<file path="config.mk">
export PLATFORM = sky130hd
export DESIGN_NAME = dvt_counter
export DESIGN_NICKNAME = d
export VERILOG_FILES = /design/src/hw/dvt_pkg.sv /design/src/hw/dvt_pin_if.sv /design/src/hw/dvt_pin_filter.sv /design/src/hw/dvt_counter.sv
export SDC_FILE = /design/constraint.sdc
export NUM_CORES = 1
export LEC_CHECK = 0
export BUFFER_PORTS_ARGS = -buffer_cell sky130_fd_sc_hd__buf_2
export CAP_MARGIN = 20
export CORE_UTILIZATION = 45
export CTS_CLUSTER_DIAMETER = 120
export DETAILED_ROUTE_END_ITERATION = 8
export PLACE_DENSITY = 0.69
export SYNTH_ARGS = -nofsm -noshare
export SYNTH_HDL_FRONTEND = slang
export SYNTH_SLANG_ARGS = --single-unit
</file>
<file path="constraint.sdc">
create_clock -name clk -period 0.82 [get_ports clk]
set_input_delay 0.164 -clock clk [delete_from_list [all_inputs] [get_ports clk]]
set_output_delay 0.164 -clock clk [all_outputs]
set_load 0.03 [all_outputs]
</file>
<file path="src/hw/dvt_pkg.sv">
// shared constants and types of the divide-by-twelve ripple counter
// assumes a single 25 MHz clock domain and pins sampled from outside it

package dvt_pkg;

	// ----------------------------------------------------------------
	// pin group layout
	// ----------------------------------------------------------------
	localparam int DVT_PINS = 4;
	localparam int DVT_IDX_HALF_CLK = 0;
	localparam int DVT_IDX_SIXTH_CLK = 1;
	localparam int DVT_IDX_CLEAR_A = 2;
	localparam int DVT_IDX_CLEAR_B = 3;

	// ----------------------------------------------------------------
	// counter layout and reset values
	// ----------------------------------------------------------------
	localparam int DVT_STAGES = 4;
	localparam logic DVT_BIT_RESET = 1'b0;
	localparam logic [DVT_STAGES-1:0] DVT_COUNT_RESET = 4'h0;
	localparam logic DVT_PIN_RESET = 1'b0;

	// divide-by-three part of the divide-by-six section, one-hot
	typedef enum logic [2:0]
	{
		DVT_THIRD_ZERO = 3'b001,
		DVT_THIRD_ONE = 3'b010,
		DVT_THIRD_TWO = 3'b100
	} dvt_third_t;

endpackage : dvt_pkg

</file>
<file path="src/hw/dvt_pin_if.sv">
// filtered pin levels and their falling-edge pulses
// assumes the filter and the counter core share one clock

interface dvt_pin_if
	import dvt_pkg::*;
();
	// level after the agreement filter, and a one-cycle fall pulse
	wire logic [DVT_PINS-1:0] lvl;
	wire logic [DVT_PINS-1:0] fall;

	modport src
	(
		output lvl,
		output fall
	);

	modport snk
	(
		input lvl,
		input fall
	);
endinterface : dvt_pin_if

</file>
<file path="src/hw/dvt_pin_filter.sv">
// three-flop synchroniser and agreement filter for the counter pins
// assumes pins are asynchronous to clk and reset is already synchronised

module dvt_pin_filter
	import dvt_pkg::*;
(
	input wire logic clk,
	input wire logic rst_n,
	input wire logic [DVT_PINS-1:0] pin_raw,
	dvt_pin_if.src pins
);

	// ----------------------------------------------------------------
	// one synchroniser per pin
	// ----------------------------------------------------------------
	genvar gi;
	generate
		for (gi = 0; gi < DVT_PINS; gi++)
		begin : g_pin
			logic meta;
			logic sync_a;
			logic sync_b;
			logic level;
			wire logic agree;

			// second and third flops must match before the level moves
			assign agree = (sync_a == sync_b);

			// chain of three flops; the first feeds only the second
			always_ff @(posedge clk or negedge rst_n)
			begin
				if (!rst_n)
				begin
					meta <= DVT_PIN_RESET;
					sync_a <= DVT_PIN_RESET;
					sync_b <= DVT_PIN_RESET;
				end
				else
				begin
					meta <= pin_raw[gi];
					sync_a <= meta;
					sync_b <= sync_a;
				end
			end

			// filtered level follows only agreed values
			always_ff @(posedge clk or negedge rst_n)
			begin
				if (!rst_n)
					level <= DVT_PIN_RESET;
				else if (agree)
					level <= sync_b;
			end

			assign pins.lvl[gi] = level;
			// high-to-low of the filtered level, one cycle wide
			assign pins.fall[gi] = level & agree & ~sync_b;
		end
	endgenerate

endmodule : dvt_pin_filter

</file>
<file path="src/hw/dvt_counter.sv">
// divide-by-twelve ripple counter: divide-by-two plus divide-by-six
// assumes clk at 25 MHz; count and clear pins arrive asynchronously

module dvt_counter
	import dvt_pkg::*;
(
	input wire logic clk,
	input wire logic rst_n,
	input wire logic half_section_clock_n,
	input wire logic sixth_section_clock_n,
	input wire logic clear_input_a,
	input wire logic clear_input_b,
	output logic count_bit_zero,
	output logic count_bit_one,
	output logic count_bit_two,
	output logic count_bit_three
);

	// ----------------------------------------------------------------
	// reset release
	// ----------------------------------------------------------------
	logic rst_meta_n;
	logic rst_sync_n;

	// asynchronous assert, release through two flops
	always_ff @(posedge clk or negedge rst_n)
	begin
		if (!rst_n)
		begin
			rst_meta_n <= 1'b0;
			rst_sync_n <= 1'b0;
		end
		else
		begin
			rst_meta_n <= 1'b1;
			rst_sync_n <= rst_meta_n;
		end
	end

	// ----------------------------------------------------------------
	// pin filtering
	// ----------------------------------------------------------------
	dvt_pin_if pins ();
	wire logic [DVT_PINS-1:0] pin_raw;

	assign pin_raw[DVT_IDX_HALF_CLK] = half_section_clock_n;
	assign pin_raw[DVT_IDX_SIXTH_CLK] = sixth_section_clock_n;
	assign pin_raw[DVT_IDX_CLEAR_A] = clear_input_a;
	assign pin_raw[DVT_IDX_CLEAR_B] = clear_input_b;

	dvt_pin_filter u_filter
	(
		.clk(clk),
		.rst_n(rst_sync_n),
		.pin_raw(pin_raw),
		.pins(pins.src)
	);

	// ----------------------------------------------------------------
	// decode of clear and section clock edges
	// ----------------------------------------------------------------
	wire logic clear_on;
	wire logic half_fall;
	wire logic sixth_fall;
	wire logic two_fall;

	logic two_prev;
	dvt_third_t third;
	dvt_third_t next_third;

	// clear needs both inputs high; one low leaves counting alone
	assign clear_on = pins.lvl[DVT_IDX_CLEAR_A] &
		pins.lvl[DVT_IDX_CLEAR_B];
	// each section sees only its own pin; bit zero never feeds the
	// sixth section inside, so chaining is done by outside wiring
	assign half_fall = pins.fall[DVT_IDX_HALF_CLK];
	assign sixth_fall = pins.fall[DVT_IDX_SIXTH_CLK];
	// bit two falling clocks the last stage one cycle later
	assign two_fall = two_prev & ~count_bit_two;

	// ----------------------------------------------------------------
	// divide-by-two section
	// ----------------------------------------------------------------
	// toggles on its own clock fall, cleared while clear is on
	always_ff @(posedge clk or negedge rst_sync_n)
	begin
		if (!rst_sync_n)
			count_bit_zero <= DVT_BIT_RESET;
		else if (clear_on)
			count_bit_zero <= DVT_BIT_RESET;
		else if (half_fall)
			count_bit_zero <= ~count_bit_zero;
	end

	// ----------------------------------------------------------------
	// divide-by-six section: divide-by-three then divide-by-two
	// ----------------------------------------------------------------
	// one-hot walk zero, one, two, zero on each sixth-clock fall
	always_comb
	begin
		case (third)
			DVT_THIRD_ZERO: next_third = DVT_THIRD_ONE;
			DVT_THIRD_ONE: next_third = DVT_THIRD_TWO;
			DVT_THIRD_TWO: next_third = DVT_THIRD_ZERO;
			default: next_third = DVT_THIRD_ZERO;
		endcase
	end

	// clear wins over any clock; edge only advances once clear is off
	always_ff @(posedge clk or negedge rst_sync_n)
	begin
		if (!rst_sync_n)
			third <= DVT_THIRD_ZERO;
		else if (clear_on)
			third <= DVT_THIRD_ZERO;
		else if (sixth_fall)
			third <= next_third;
	end

	// bits one and two read straight from the one-hot flops
	assign count_bit_one = third[1];
	assign count_bit_two = third[2];

	// last stage toggles on bit two falling, a ripple behind
	always_ff @(posedge clk or negedge rst_sync_n)
	begin
		if (!rst_sync_n)
		begin
			two_prev <= DVT_BIT_RESET;
			count_bit_three <= DVT_BIT_RESET;
		end
		else if (clear_on)
		begin
			two_prev <= DVT_BIT_RESET;
			count_bit_three <= DVT_BIT_RESET;
		end
		else
		begin
			two_prev <= count_bit_two;
			if (two_fall)
				count_bit_three <= ~count_bit_three;
		end
	end

	// ----------------------------------------------------------------
	// checks
	// ----------------------------------------------------------------
	wire logic [DVT_STAGES-1:0] count_all;

	assign count_all = {count_bit_three, count_bit_two,
		count_bit_one, count_bit_zero};
endmodule : dvt_counter

</file>
==> flow_metrics.env <==
export IMPL_status="complete, but fails checks"
export IMPL_failed_checks="design-rule violations, negative setup slack"
export IMPL_synthDominantCellAreaShare=0.737
export IMPL_firstDrtPassIters=6
export IMPL_power_density_nw_per_um2=2280
export IMPL_drt_initial_drc_count=8
export IMPL_hpwlAfterDp_um=758
export IMPL_met2_length_um=653
export IMPL_synthCells=48
export IMPL_clock_sinks=24
export IMPL_cp_end_kind="flip-flop"
export IMPL_maxUsedRoutingLayer="met4"
export IMPL_grt_max_degree=15
export IMPL_drc=1
export IMPL_critPathRequiredTime_ns=1.07
export IMPL_start_kind="flip-flop"
export IMPL_crit_path_top_delay_cell="dfrtp_2"
export IMPL_hold_viol=0
export IMPL_holdWs_ns=0.142
export IMPL_vias=474
export IMPL_cts_tree="done"
export IMPL_synth_seq_area_share=0.771
export IMPL_synth_distinct_cells=16
export IMPL_ys_ff_latch=24
export IMPL_wl_per_cell_um=13.7
export IMPL_first_global_vias=492
export IMPL_die_h_um=43.7
export IMPL_dieArea_um2=1910
export IMPL_yosysMostFrequentCell="dfrtp_1"
export IMPL_routabilityCongestion=0.680
export IMPL_path_class="reg -> reg"
export IMPL_combinationalPowerShare=0.157
export IMPL_p_leak_nw=0.518
export IMPL_hp_class="in -> async"
export IMPL_r2r_end="third[0]"
export IMPL_fin_tns_setup_ns=-2.80
export IMPL_final_util=0.730
export IMPL_synth_edf_count=0
export IMPL_port_buffers=9
export IMPL_post_place_cells=78
export IMPL_clkLatencyLatePin_ns=0.30
export IMPL_timing_rr_start="third[2]"
export IMPL_p_sw_frac=0.223
export IMPL_rsz0062_at_grt="true"
export IMPL_antenna_found_initial=0
export IMPL_synthToLayoutAreaGrowth_pct=45.7
export IMPL_power_frac_clock=0.322
export IMPL_switchingPower_mw=0.578
export IMPL_total_power_mw=2.59
export IMPL_diodes=0
export IMPL_n_fill_cell=105
export IMPL_finalWorstSetupSlack_ns=-0.355
export IMPL_worstPathCellList="buf_6 -> nor4b_4 -> nand3b_1 -> a21o_1"
export IMPL_ys_top_cells_by_count="dfrtp_1 (23), maj3_1 (4), nor2b_1 (3)"
export IMPL_synth_area_leaders="dfrtp_1 (74%), maj3_1 (5.1%), dfstp_2 (3.4%)"
export IMPL_max_freq_mhz=851
export IMPL_synth_nets=54
export IMPL_synth_flop_cell="dfrtp_1"
export IMPL_pwr_share_seq=0.520
export IMPL_final_layout_size_suffix_gt1_frac=0.494
export IMPL_met1Wirelength_um=599
export IMPL_finalSetupViolCount=13
export IMPL_netlist_area_um2=781
export IMPL_io_pins=10
export IMPL_grt_usage=0.173
export IMPL_drv_slew=0
export IMPL_path_clk_slew_ns=0.13
export IMPL_core_um2=1560
export IMPL_yosys_area_top_type="dfrtp_1"
export IMPL_max_stage_delay_ns=0.45
export IMPL_cts_root_buf="clkbuf_4"
export IMPL_r2r_slack_ns=-0.36
export IMPL_routed_wl_um=1300
export IMPL_ant_nets=0
export IMPL_grt_pass1_wl_um=2330
export IMPL_initial_utilization=0.501
export IMPL_p_int_mw=2.02
export IMPL_ir_drop_mv=1.75
export IMPL_min_period_ns=1.18
export IMPL_ys_warn_count=0
export IMPL_finalNetCount=86
export IMPL_async_flop_share=1.00
export IMPL_cts_path_max_buffers=2
export IMPL_maxCapViolCount=0
export IMPL_avgSynthCellArea_um2=16.3
export IMPL_cts_htree_levels=1
export IMPL_wl_met3_um=40
export IMPL_viasPerCell=4.99
export IMPL_num_rows=14
export IMPL_worst_ep_arrival_time_ns=1.43
export IMPL_cts_buffers=3
export IMPL_finalNonFillerCells=95
export IMPL_reg2regPathDepth=4
export IMPL_fin_crit_sh=1.43
export IMPL_grt_overflow_total=0
export IMPL_die_x_um=43.7
export IMPL_finClkSkew_ns=0.00486
export IMPL_cp_max_fo=2
critical path, delay by kind of cell, from the launching register on:
kind / cells / cell delay (ns)
and+or+nand+nor: 2 / 0.38
AOI/OAI and AO/OA: 1 / 0.17
DFF: 1 / 0.45
buffers and inverters: 1 / 0.12
layout by cell type (no fill, tap or decap), drive strengths merged:
master / Yosys / layout
dfrtp: 23 / 23
buf: 0 / 22
dlygate4sd3: 0 / 5
maj3: 4 / 4
clkbuf: 0 / 3
nor2b: 3 / 3
nor2: 2 / 2
nand2: 2 / 2
nand3b: 2 / 2
a21oi: 2 / 2
xnor2: 2 / 2
and2: 1 / 1
nor3b: 1 / 1
or3b: 1 / 1
nor4b: 1 / 1
o21bai: 1 / 1
a21o: 1 / 1
bufinv: 0 / 1
conb: 1 / 1
dfstp: 1 / 1
routing by layer:
metal  vias to the layer above  GRT usage
li1                        222          -
met1                       238      0.256
met2                        12      0.266
met3                         2     0.0250
met4                         0     0.0563
met5                         -          0
worst max-delay path by stage:
stage,start,end,slack (ns),cells after the start
2_1_floorplan,third[2],third[0],-0.27,3
3_3_place_gp,u_filter.g_pin[1].sync_b,third[0],-0.28,3
3_5_place_dp,u_filter.g_pin[1].sync_b,third[0],-0.30,3
4_1_cts,third[2],third[0],-0.34,4
5_1_grt,third[2],third[1],-0.41,4
6_report,third[2],third[0],-0.36,4
layout make-up:
class,count,area (um^2),share of cell area
sequential,24,604,0.531
timing repair buffer,27,240,0.211
multi-input combinational,24,220,0.194
clock inverter,1,30.0,0.0264
clock buffer,3,22.5,0.0198
tap,16,20.0,0.0176
stage by stage:
stage	cell area, um^2	setup slack [ns]
finish	1140	-0.355
global route	1140	-0.413
CTS	1100	-0.342
detailed placement	892	-0.305
global placement	892	-0.276
floorplan	790	-0.265
logic make-up (layout without fill, tap and decap cells):
logic type	Yosys count	after routing	synth area share
flip-flops	24	24	0.771
adder cells (fa/ha/maj)	4	4	0.0513
other	1	1	0.00480
AO/OA/AOI/OAI	4	4	0.0369
AND/OR/NAND/NOR	13	13	0.114
buffers and inverters	0	31	0
XOR/XNOR	2	2	0.0224
repair_timing:
action                                  in CTS  in global routing
endpoints found under the setup margin      14                 14
hold buffers                                 5                  0
gates cloned                                 0                  0
setup buffers                                6                  2
pin swaps                                    8                  8
gates resized for setup                     17                  6
endpoints found under the hold margin        6                  0
registers in the layout, summed over array words and instances (netlist names):
signal	flops
rst_sync_n	1
count_bit_three	1
u_filter.g_pin.meta	4
third	3
rst_meta_n	1
u_filter.g_pin.level	4
two_prev	1
count_bit_zero	1
u_filter.g_pin.sync_b	4
u_filter.g_pin.sync_a	4
power groups by stage:
stage	logic [mW]	clock network, mW	registers, mW
after floorplan	0.108	0	1.42
after global placement	0.263	0	1.36
after detailed placement	0.270	0	1.36
after CTS	0.391	0.847	1.35
after global routing	0.443	0.896	1.36
final	0.408	0.836	1.35
Note: power is estimated with default switching activity, not from simulation.
